===== src/logic/ach_defs.vh =====
// Summary of operation
// - History clear, index zero: erase, report codes
// - Nonzero index on either clear: error 0032h
// - Key zero, auxiliary word nonzero: error 0032h
// - History clear with storage unusable from undervoltage: error 0061h
// - Scale clear in full-closed: clear scale, report codes
// - Not full-closed or quadrature scale: error 0043h
// - Unknown type code: error 0031h
// - Fault main in byte 12, sub byte 13
// - Legacy mode bit 1: sub byte zero
// - Attribute byte 12: skip, no-clear, halt flags
// - Attribute read returns bytes 12 to 15
`ifndef ACH_DEFS_VH
`define ACH_DEFS_VH
`define ACH_TYPE_ATTR 12'h002
`define ACH_TYPE_HCLR 12'h011
`define ACH_TYPE_SCLR 12'h021
`define ACH_ERR_NONE 16'h0000
`define ACH_ERR_TYPE 16'h0031
`define ACH_ERR_ARG 16'h0032
`define ACH_ERR_MODE 16'h0043
`define ACH_ERR_STORE 16'h0061
`define ACH_LEGACY_BIT 1
`define ACH_ATTR_SKIP 7
`define ACH_ATTR_NOCLR 6
`define ACH_ATTR_HALT 5
// APB register byte addresses
`define ACH_REG_CMD 12'h000
`define ACH_REG_IDX 12'h004
`define ACH_REG_AUX 12'h008
`define ACH_REG_CFG 12'h00C
`define ACH_REG_RSP 12'h010
`define ACH_REG_ERR 12'h014
`define ACH_REG_STS 12'h018
`define ACH_REG_IST 12'h01C
`define ACH_REG_IMSK 12'h020
`define ACH_REG_FLT 12'h024
// Config field positions
`define ACH_CFG_KEY_LSB 0
`define ACH_CFG_EXT_LSB 16
`define ACH_CFG_FULL 24
`define ACH_CFG_QUAD 25
// Interrupt status bits
`define ACH_IRQ_DONE 0
`define ACH_IRQ_ERR 1
`endif


===== src/logic/ach_alarm_command_handler.v =====
`timescale 1ns/1ps
`include "ach_defs.vh"
module ach_alarm_command_handler (
	// Clock and reset
	input wire core_clk,
	input wire resetn,
	// APB slave
	input wire psel,
	input wire penable,
	input wire pwrite,
	input wire [11:0] paddr,
	input wire [31:0] pwdata,
	output wire pready,
	output reg [31:0] prdata,
	output wire pslverr,
	// Fault sources, asynchronous pins
	input wire [7:0] faultMain,
	input wire [7:0] faultSub,
	input wire [15:0] cautionCode,
	input wire [2:0] faultAttr,
	input wire supplyLow,
	// Actions toward the servo core
	output reg historyErase,
	output reg scaleErrClear,
	// Interrupt
	output wire irq
);
	reg [11:0] typeCode;
	reg [15:0] cmdIndex;
	reg [31:0] auxWord;
	reg [31:0] cfg;
	reg [31:0] rsp;
	reg [15:0] errCode;
	reg [1:0] irqStatus;
	reg [1:0] irqMask;
	reg busy;
	reg [7:0] mainS1, mainS2, subS1, subS2;
	reg [15:0] cauS1, cauS2;
	reg [2:0] attrS1, attrS2;
	reg lowS1, lowS2;
	reg [15:0] next_err;
	reg [31:0] next_rsp;
	wire wrEn = psel & penable & pwrite;
	wire goCmd = wrEn & (paddr == `ACH_REG_CMD);
	wire [15:0] cmdKey = cfg[`ACH_CFG_KEY_LSB +: 16];
	wire legacy = cfg[`ACH_CFG_EXT_LSB + `ACH_LEGACY_BIT];
	wire [7:0] subOut = legacy ? 8'h00 : subS2;
	wire [31:0] codes = {cauS2, subOut, mainS2};

	assign pready = 1'b1;
	assign pslverr = 1'b0;
	assign irq = |(irqStatus & irqMask);

	// Pins pass two flops first
	always @(posedge core_clk or negedge resetn) begin
		if (!resetn) begin
			mainS1 <= 8'h00; mainS2 <= 8'h00;
			subS1 <= 8'h00; subS2 <= 8'h00;
			cauS1 <= 16'h0000; cauS2 <= 16'h0000;
			attrS1 <= 3'h0; attrS2 <= 3'h0;
			lowS1 <= 1'b0; lowS2 <= 1'b0;
		end else begin
			mainS1 <= faultMain; mainS2 <= mainS1;
			subS1 <= faultSub; subS2 <= subS1;
			cauS1 <= cautionCode; cauS2 <= cauS1;
			attrS1 <= faultAttr; attrS2 <= attrS1;
			lowS1 <= supplyLow; lowS2 <= lowS1;
		end
	end

	// Decode the command in priority order
	always @* begin
		next_err = `ACH_ERR_NONE;
		next_rsp = 32'h0000_0000;
		case (typeCode)
		`ACH_TYPE_HCLR, `ACH_TYPE_SCLR: begin
			if (cmdIndex != 16'h0000)
				next_err = `ACH_ERR_ARG;
			else if (cmdKey == 16'h0000 && auxWord != 32'h0000_0000)
				next_err = `ACH_ERR_ARG;
			else if (typeCode == `ACH_TYPE_HCLR && lowS2)
				next_err = `ACH_ERR_STORE;
			else if (typeCode == `ACH_TYPE_SCLR &&
			    (!cfg[`ACH_CFG_FULL] || cfg[`ACH_CFG_QUAD]))
				next_err = `ACH_ERR_MODE;
			else
				next_rsp = codes;
		end
		`ACH_TYPE_ATTR: begin
			next_rsp = {24'h00_0000, attrS2[2], attrS2[1],
			    attrS2[0], 5'h00};
		end
		default: next_err = `ACH_ERR_TYPE;
		endcase
	end

	// Registers and command execution
	always @(posedge core_clk or negedge resetn) begin
		if (!resetn) begin
			typeCode <= 12'h000;
			cmdIndex <= 16'h0000;
			auxWord <= 32'h0000_0000;
			cfg <= 32'h0000_0000;
			rsp <= 32'h0000_0000;
			errCode <= 16'h0000;
			irqStatus <= 2'h0;
			irqMask <= 2'h0;
			busy <= 1'b0;
			historyErase <= 1'b0;
			scaleErrClear <= 1'b0;
		end else begin
			historyErase <= 1'b0;
			scaleErrClear <= 1'b0;
			busy <= goCmd;
			if (goCmd)
				typeCode <= pwdata[11:0];
			if (wrEn && paddr == `ACH_REG_IDX)
				cmdIndex <= pwdata[15:0];
			if (wrEn && paddr == `ACH_REG_AUX)
				auxWord <= pwdata;
			if (wrEn && paddr == `ACH_REG_CFG)
				cfg <= pwdata;
			if (wrEn && paddr == `ACH_REG_IMSK)
				irqMask <= pwdata[1:0];
			// Set beats clear so no event is lost
			irqStatus <= (wrEn && paddr == `ACH_REG_IST) ?
			    irqStatus & ~pwdata[1:0] : irqStatus;
			if (busy) begin
				rsp <= next_rsp;
				errCode <= next_err;
				irqStatus[`ACH_IRQ_DONE] <= 1'b1;
				if (next_err != `ACH_ERR_NONE)
					irqStatus[`ACH_IRQ_ERR] <= 1'b1;
				historyErase <= (next_err == `ACH_ERR_NONE) &&
				    (typeCode == `ACH_TYPE_HCLR);
				scaleErrClear <= (next_err == `ACH_ERR_NONE) &&
				    (typeCode == `ACH_TYPE_SCLR);
			end
		end
	end

	// Read mux, unmapped reads zero
	always @* begin
		case (paddr)
		`ACH_REG_CMD: prdata = {20'h0_0000, typeCode};
		`ACH_REG_IDX: prdata = {16'h0000, cmdIndex};
		`ACH_REG_AUX: prdata = auxWord;
		`ACH_REG_CFG: prdata = cfg;
		`ACH_REG_RSP: prdata = rsp;
		`ACH_REG_ERR: prdata = {16'h0000, errCode};
		`ACH_REG_STS: prdata = {31'h0000_0000, busy};
		`ACH_REG_IST: prdata = {30'h0000_0000, irqStatus};
		`ACH_REG_IMSK: prdata = {30'h0000_0000, irqMask};
		`ACH_REG_FLT: prdata = codes;
		default: prdata = 32'h0000_0000;
		endcase
	end
endmodule // ach_alarm_command_handler


===== config.mk =====
export PLATFORM = sky130hd
export DESIGN_NAME = ach_alarm_command_handler
export DESIGN_NICKNAME = d
export VERILOG_FILES = /design/src/logic/ach_alarm_command_handler.v
export VERILOG_INCLUDE_DIRS = /design/src /design/src/logic
export SDC_FILE = /design/constraint.sdc
export NUM_CORES = 1
export LEC_CHECK = 0
export ABC_AREA = 1
export BUFFER_PORTS_ARGS = -buffer_cell sky130_fd_sc_hd__buf_4
export CAP_MARGIN = 25
export CORE_UTILIZATION = 57
export DETAILED_ROUTE_END_ITERATION = 8
export MAX_ROUTING_LAYER = met4
export PLACE_DENSITY = 0.8
export SLEW_MARGIN = 20
export SYNTH_ARGS = -nofsm -noshare
export SYNTH_HDL_FRONTEND = slang
export SYNTH_SLANG_ARGS = --single-unit

===== constraint.sdc =====
create_clock -name core_clk -period 1.9 [get_ports core_clk]
set_input_delay 0 -clock core_clk [delete_from_list [all_inputs] [get_ports core_clk]]
set_output_delay 0 -clock core_clk [all_outputs]
set_load 0.005 [all_outputs]

==> results by group, run 1 <==
Status
  – Status: finished clean

Setup path
  – Crit Path Category: flop to flop
  – FF-to-FF path depth: 10
  – Setup crit end kind: flop
  – Worst path required time: around 2.3 ns
  – R2r endpoint: rsp[19]
  – Arrival time at the worst endpoint: around 2.2 ns
  – Origin of the critical flop-to-flop path: typeCode[9]
  – Startpoint Class: flop
  – Crit Path Max Fanout: 16
  – R2r setup slk: 0.08 ns

Placement
  – DP Worst Slack: about 0.0095 ns
  – Placed wire-length estimate: between 10 and 15 mm
  – Port buffer count: ~120
  – Routability Congestion: between 0.9 and 1
  – Cell count after placement: roughly 1,200

Pwr
  – Static Leak: 5.47 nW
  – Power density cells: about 830 nW/µm²
  – Peak supply drop: around 0.60 mV

Clocking
  – Clk root buf: clkbuf_16
  – Clk_lat worst skew: around 0.5 ns
  – CTS tree: built
  – Clock Path Buffers: 3
  – CTS clock-pin slew for the worst setup and hold paths: approximately 0.060 ns
  – H-tree depth: 1
  – Sink Count: about 210
  – TritonCTS buffer count: 22

Floorplanning
  – Initial Utilization: between 50 and 60%
  – Core area: ~15,000 µm²
  – DIE AREA: ~15,000 µm²
  – Die height: ~120 µm
  – Die span in x: 124 µm
  – # rows: 44
  – IO Pins: between 100 and 150

Detailed routing
  – Overall routed net length: roughly 23 mm
  – Drt wl/cell: ~17 µm
  – Initial DRC count: around 800
  – Vias/cell: ~5.6
  – Routed via count: between 7,000 and 8,000
  – Pre-antenna DRT Iters: 6
  – # DRC: 0
  – Post-DRT Antenna Nets: 0

Timing
  – Tmin final: 1.82 ns
  – Final worst slack: 0.0768 ns
  – Final setup violation count: 0
  – Rel. slew slack: 55.9%
  – RSZ-0062 raised after global routing: true
  – Max-slew violation count: 0
  – Final Cycle Share: 96.0%
  – Worst clock skew: between 0.008 and 0.009 ns
  – Fmax: about 0.55 GHz
  – Worst Max-Slew Pin Slew: 0.662 ns
  – Final Hold Fails: 0

Logic synthesis
  – Sequential share of the synthesized area: 61.1%
  – Cells after Synth: about 920
  – Area share of the largest cell type after synthesis: between 60 and 70%
  – Post-synthesis cell type count: 36
  – Post-Syn Nets: between 1,000 and 1,500
  – Top cells by area, synth: dfrtp_1 61%, nand2_1 11%, o21ai_0 6.7%
  – Netlist Area Pre-Place: 8530 µm²
  – Cell taking the most area after synthesis: dfrtp_1
  – Avg Inst Size Synth: slightly above 9 µm²
  – Synth warnings: 0
  – Register bit total from synthesis: between 200 and 250

Global routing
  – Aggregate global-route resource usage: a little under a third
  – First-pass GRT wire length: about 37 mm
  – Grt met2 use: 50.0%
  – Vias in the first global route: 7,363
  – M3 GR Usage: 4.47%
  – Busiest layer in global routing: met2
  – Largest net degree at the start of global routing: between 60 and 70
  – Total gr overflow: 0
  – Initial antenna violation count: 0
  – Grt met1 use: about two fifths

Finish
  – Filler cells: between 900 and 1,000
  – Final core occ: around three quarters
  – Ratio of cells with drive above 1 in the final layout: 18.7%
  – N_diodes: 0
  – Most frequent cells in the layout: 237 x nand2_1, 208 x dfrtp_1, 139 x buf_4
  – P&R area growth vs syn: 31.3%
  – Post-layout nets: between 1,000 and 1,500
  – Final non-filler cell total: approximately 1,300
  – Commonest non-fill, non-tap cell in the layout: nand2_1

Hold path
  – Hold Path Class: primary input to async pin

Run
  – Maxcap violations: 0
[layout make-up]
class / instances / area (µm²) / area share [%]
repair buffers: 219 / 1910 / 17.1
clock buffers: 28 / 614 / 5.49
flip-flops and latches: 208 / 5200 / 46.5
clock inverters: 9 / 98.8 / 0.883
well taps: 184 / 230 / 2.06
multi-input cells: 553 / 2690 / 24.0
inverters: 118 / 447 / 3.99
[Yosys cell counts]
master     instances
nand2_4            2
conb_1             2
clkinv_1           2
o22ai_1           18
clkbuf_1          16
dfrtp_1          208
nor2_8             1
o22ai_2           10
nand2_2            2
nor2_1            63
inv_1            113
o211ai_1           6
o21ai_0          114
nand2_1          239
a21oi_1            4
nor3_2             1
nand4_1           13
nor3_1             5
buf_6              2
and2_1             1
a22oi_1            2
a221oi_1           3
a31oi_1            1
nor2_2             6
o21ai_1           14
buf_2             17
nor3_4             1
a41oi_1            1
o221ai_1           3
buf_4              5
o2111ai_1         16
nand3_1           20
nor4_1             1
inv_2              3
or2_1              2
a211oi_1           2
[critical path, stage by stage (launching register included)]
cell	delay (ns)
dfrtp_1	0.37
inv_1	0.10
nand4_1	0.24
nor2_4	0.22
nand2_1	0.10
nand2_2	0.09
inv_2	0.07
nor2_8	0.11
nand2_2	0.09
buf_12	0.17
o21ai_0	0.16
[registers in the layout, indices dropped and copies added (netlist names)]
signal,flops
typeCode,12
attrS1,3
lowS2,1
cfg,32
irqStatus,2
busy,1
mainS2,8
subS1,8
rsp,32
mainS1,8
historyErase,1
scaleErrClear,1
cmdIndex,16
errCode,5
irqMask,2
lowS1,1
auxWord,32
cauS1,16
attrS2,3
cauS2,16
subS2,8
[cell families after synthesis]
kind of cell           count (synthesis)  synth area share (%)
buffers and inverters                158                  7.60
AND/OR/NAND/NOR                      357                  17.4
flip-flops                           208                  61.1
AO/OA/AOI/OAI                        194                  13.9
other                                  2                0.0881
[worst max-delay path by stage]
stage / from / end / slack [ns] / cells past startpoint
finish: typeCode[9] / rsp[19] / 0.08 / 10
global route: typeCode[9] / scaleErrClear / -0.005 / 9
CTS: cfg[17] / prdata[10] / 0.008 / 6
detailed placement: auxWord[18] / rsp[26] / 0.01 / 10
global placement: auxWord[18] / rsp[31] / 0.13 / 10
floorplan: typeCode[3] / rsp[10] / 0.34 / 10
[report_power, final]
part | internal [mW] | switching (mW) | total, mW
combinational | 0.236 | 0.219 | 0.455
clock | 2.55 | 1.71 | 4.26
sequential | 4.51 | 0.0283 | 4.54
[stage by stage]
stage                     hold slack [ns]  setup TNS [ns]  area [µm²]  total power [mW]
after global routing               0.0366         -0.0171       11200              9.52
after CTS                          0.0264               0       11100              9.26
after global placement            -0.0155               0        9710              4.95
after floorplan                    -0.296               0        8530              4.68
final                              0.0187               0       11200              9.25
after detailed placement          -0.0148               0        9710              4.95
[metal layers]
layer / vias up / share of wire, % / wire length, µm
met5: - / 0 / 0
met4: 0 / 4.2 / 949
met3: 82 / 7.8 / 1760
met2: 397 / 48 / 10900
met1: 3466 / 40 / 9050
li1: 3383 / - / -
[repair_timing]
action / in CTS / in global routing
setup buffers: 0 / 4
hold endpoints to repair: 340 / 0
gates resized for setup: 0 / 14
setup endpoints to repair: 0 / 37
hold buffers: 72 / 0
Note: power is estimated with default switching activity, not from simulation.
==> run 2, diff against run 1 <==
RECOVER_POWER = 50   (was unset)
==> run 2 against run 1 <==
  * Register-to-register slack about the same
  * Clock-buffer cell count unchanged
  * Sequential share of layout area grew 0.073 points
  * Non-clock buffer count unchanged
  * Critical endpoint unchanged
  * Largest cell class unchanged
  * Largest power group unchanged
  * Highest routed layer unchanged
==> results by group, run 2 (same netlist as run 1, synthesis figures left out) <==
Timing
  – Max-slew violation count: 0
  – Final setup TNS: 0 ns
  – Fmax: 0.550 GHz
  – Final setup violation count: 0
  – Final worst slack: approximately 0.08 ns
  – Final Hold Fails: 0
  – Worst clock skew: a little over 0.009 ns
  – Rel. slew slack: 9.94%
  – Hold Slack: approximately 0.037 ns
  – RSZ-0062 raised after global routing: true
  – Final Cycle Share: between 90% and 100%
  – Worst Max-Slew Pin Slew: ~1.4 ns
  – Tmin final: between 1.5 and 2 ns

Floorplanning
  – Core area: ~15,000 µm²
  – Die span in x: between 100 and 150 µm
  – Initial Utilization: about three fifths
  – Die height: 124 µm
  – DIE AREA: 15,500 µm²
  – IO Pins: between 100 and 150
  – # rows: 44

Finish
  – Ratio of cells with drive above 1 in the final layout: 18.7%
  – N_diodes: 0
  – Final core occ: between 70 and 80%
  – Final non-filler cell total: 1,319
  – Post-layout nets: between 1,000 and 1,500
  – Finished Cell Area: 11,200 µm²
  – Top flop regs: auxWord: 32 flops, cfg: 32 flops, rsp: 32 flops
  – Most frequent cells in the layout: 237 x nand2_1, 208 x dfrtp_1, 113 x inv_1
  – Filler cells: slightly below 1,000
  – P&R area growth vs syn: 31.1%
  – Commonest non-fill, non-tap cell in the layout: nand2_1

Pwr
  – Cell Int Power: about 7.3 mW
  – Comb power frac: under 10%
  – Seq pwr share: between 40% and 50%
  – Tot Pwr: slightly above 9 mW
  – Static Leak: around 5.5 nW
  – Peak supply drop: 0.602 mV
  – Clock power share: between 40% and 50%
  – Switching share of power: 21.2%
  – Switch Pwr: around 2.0 mW
  – Power density cells: 827 nW/µm²

Placement
  – Port buffer count: 119
  – Cell count after placement: ~1,200
  – Placed cell area: ~9700 µm²
  – Placed wire-length estimate: ~14 mm
  – DP Worst Slack: 0.00951 ns
  – Routability Congestion: about 0.94

Global routing
  – Total gr overflow: 0
  – Aggregate global-route resource usage: 31.1%
  – Initial antenna violation count: 0
  – Largest net degree at the start of global routing: between 60 and 70
  – Vias in the first global route: ~7,400
  – First-pass GRT wire length: approximately 37 mm

Setup path
  – Setup crit end kind: flop
  – Worst path slowest cell: dfrtp_1
  – Worst path most repeated cell: nand2_2
  – Worst path cell trace: inv_1 > nand4_1 > nor2_4 > nand2_1 > nand2_2 > inv_2 > nor2_8 > nand2_2 > buf_12 > o21ai_0
  – Arrival time at the worst endpoint: between 2 and 2.5 ns
  – Crit Path Max Fanout: 16
  – Crit Path Category: flop to flop
  – Startpoint Class: flop
  – Worst path required time: about 2.3 ns
  – CP peak stage delay: approximately 0.37 ns

Detailed routing
  – # DRC: 0
  – Post-DRT Antenna Nets: 0
  – Initial DRC count: 800
  – Routed via count: ~7,400
  – Drt wl/cell: 17.2 µm
  – Overall routed net length: between 20 and 25 mm
  – Pre-antenna DRT Iters: 5
  – Vias/cell: 5.57

Clocking
  – Sink Count: roughly 210
  – CTS tree: built
  – H-tree depth: 1
  – CTS clock-pin slew for the worst setup and hold paths: roughly 0.060 ns
  – TritonCTS buffer count: 22
  – Clk_lat worst skew: ~0.50 ns
  – Clk root buf: clkbuf_16
  – Clock Path Buffers: 3

Hold path
  – Hold Path Class: primary input to flop

Status
  – Status: finished clean

Run
  – Maxcap violations: 0
## run 2: cell types whose count changed in the layout (fill, tap and decap cells not counted)
cell / delta
clkbuf_4: +37
buf_6: +1
buf_4: -37
clkbuf_8: -1
clkbuf_2: +1
buf_12: -1
## run 2: worst paths after layout
check,end,cells after the start,slack (ns),from
worst max-delay path,rsp[19],10,0.08,typeCode[11]
worst min-delay path,irqStatus[0],6,0.04,paddr[2]
worst max register to register,rsp[19],10,0.08,typeCode[11]
worst min register to register,mainS2[7],0,0.35,mainS1[7]
max in group asynchronous,auxWord[16],3,0.39,resetn
min in group asynchronous,cauS1[8],2,0.34,resetn
## run 2: cell type report
| type | count | area (µm²) | area share (%) |
|---|---|---|---|
| Clock inverter | 9 | 98.8 | 0.884 |
| Inverter | 118 | 447 | 4.00 |
| Multi-Input combinational cell | 553 | 2690 | 24.1 |
| Timing Repair Buffer | 219 | 1890 | 16.9 |
| Clock buffer | 28 | 614 | 5.50 |
| Sequential cell | 208 | 5200 | 46.6 |
| Tap cell | 184 | 230 | 2.06 |
## run 2: timing repair
item / in CTS / in global routing
gates resized for setup: 0 / 14
hold buffers: 72 / 0
endpoints found under the setup margin: 0 / 37
setup buffers: 0 / 4
hold endpoints to repair: 340 / 0
## run 2: worst max-delay path, delay by kind of cell, from the launching register on
| family | cells | cell delay, ns |
|---|---|---|
| AOI/OAI and AO/OA | 1 | 0.16 |
| buffers and inverters | 3 | 0.34 |
| DFF | 1 | 0.37 |
| and+or+nand+nor | 6 | 0.85 |
## run 2: power groups by stage
stage	Sequential, mW	Clock [mW]	Combinational, mW
finish	4.54	4.27	0.446
global route	4.54	4.47	0.493
CTS	4.54	4.27	0.452
detailed placement	4.62	0	0.336
global placement	4.61	0	0.331
floorplan	4.61	0	0.0703
## run 2: per-layer routing
| layer | wire length, µm | part of all wire (%) | global-route usage [%] | vias to the layer above |
|---|---|---|---|---|
| li1 | - | - | - | 3384 |
| met1 | 9180 | 40 | 40.4 | 3530 |
| met2 | 11100 | 49 | 50.0 | 371 |
| met3 | 1570 | 6.9 | 4.47 | 68 |
| met4 | 869 | 3.8 | 12.1 | 0 |
| met5 | 0 | 0 | - | - |
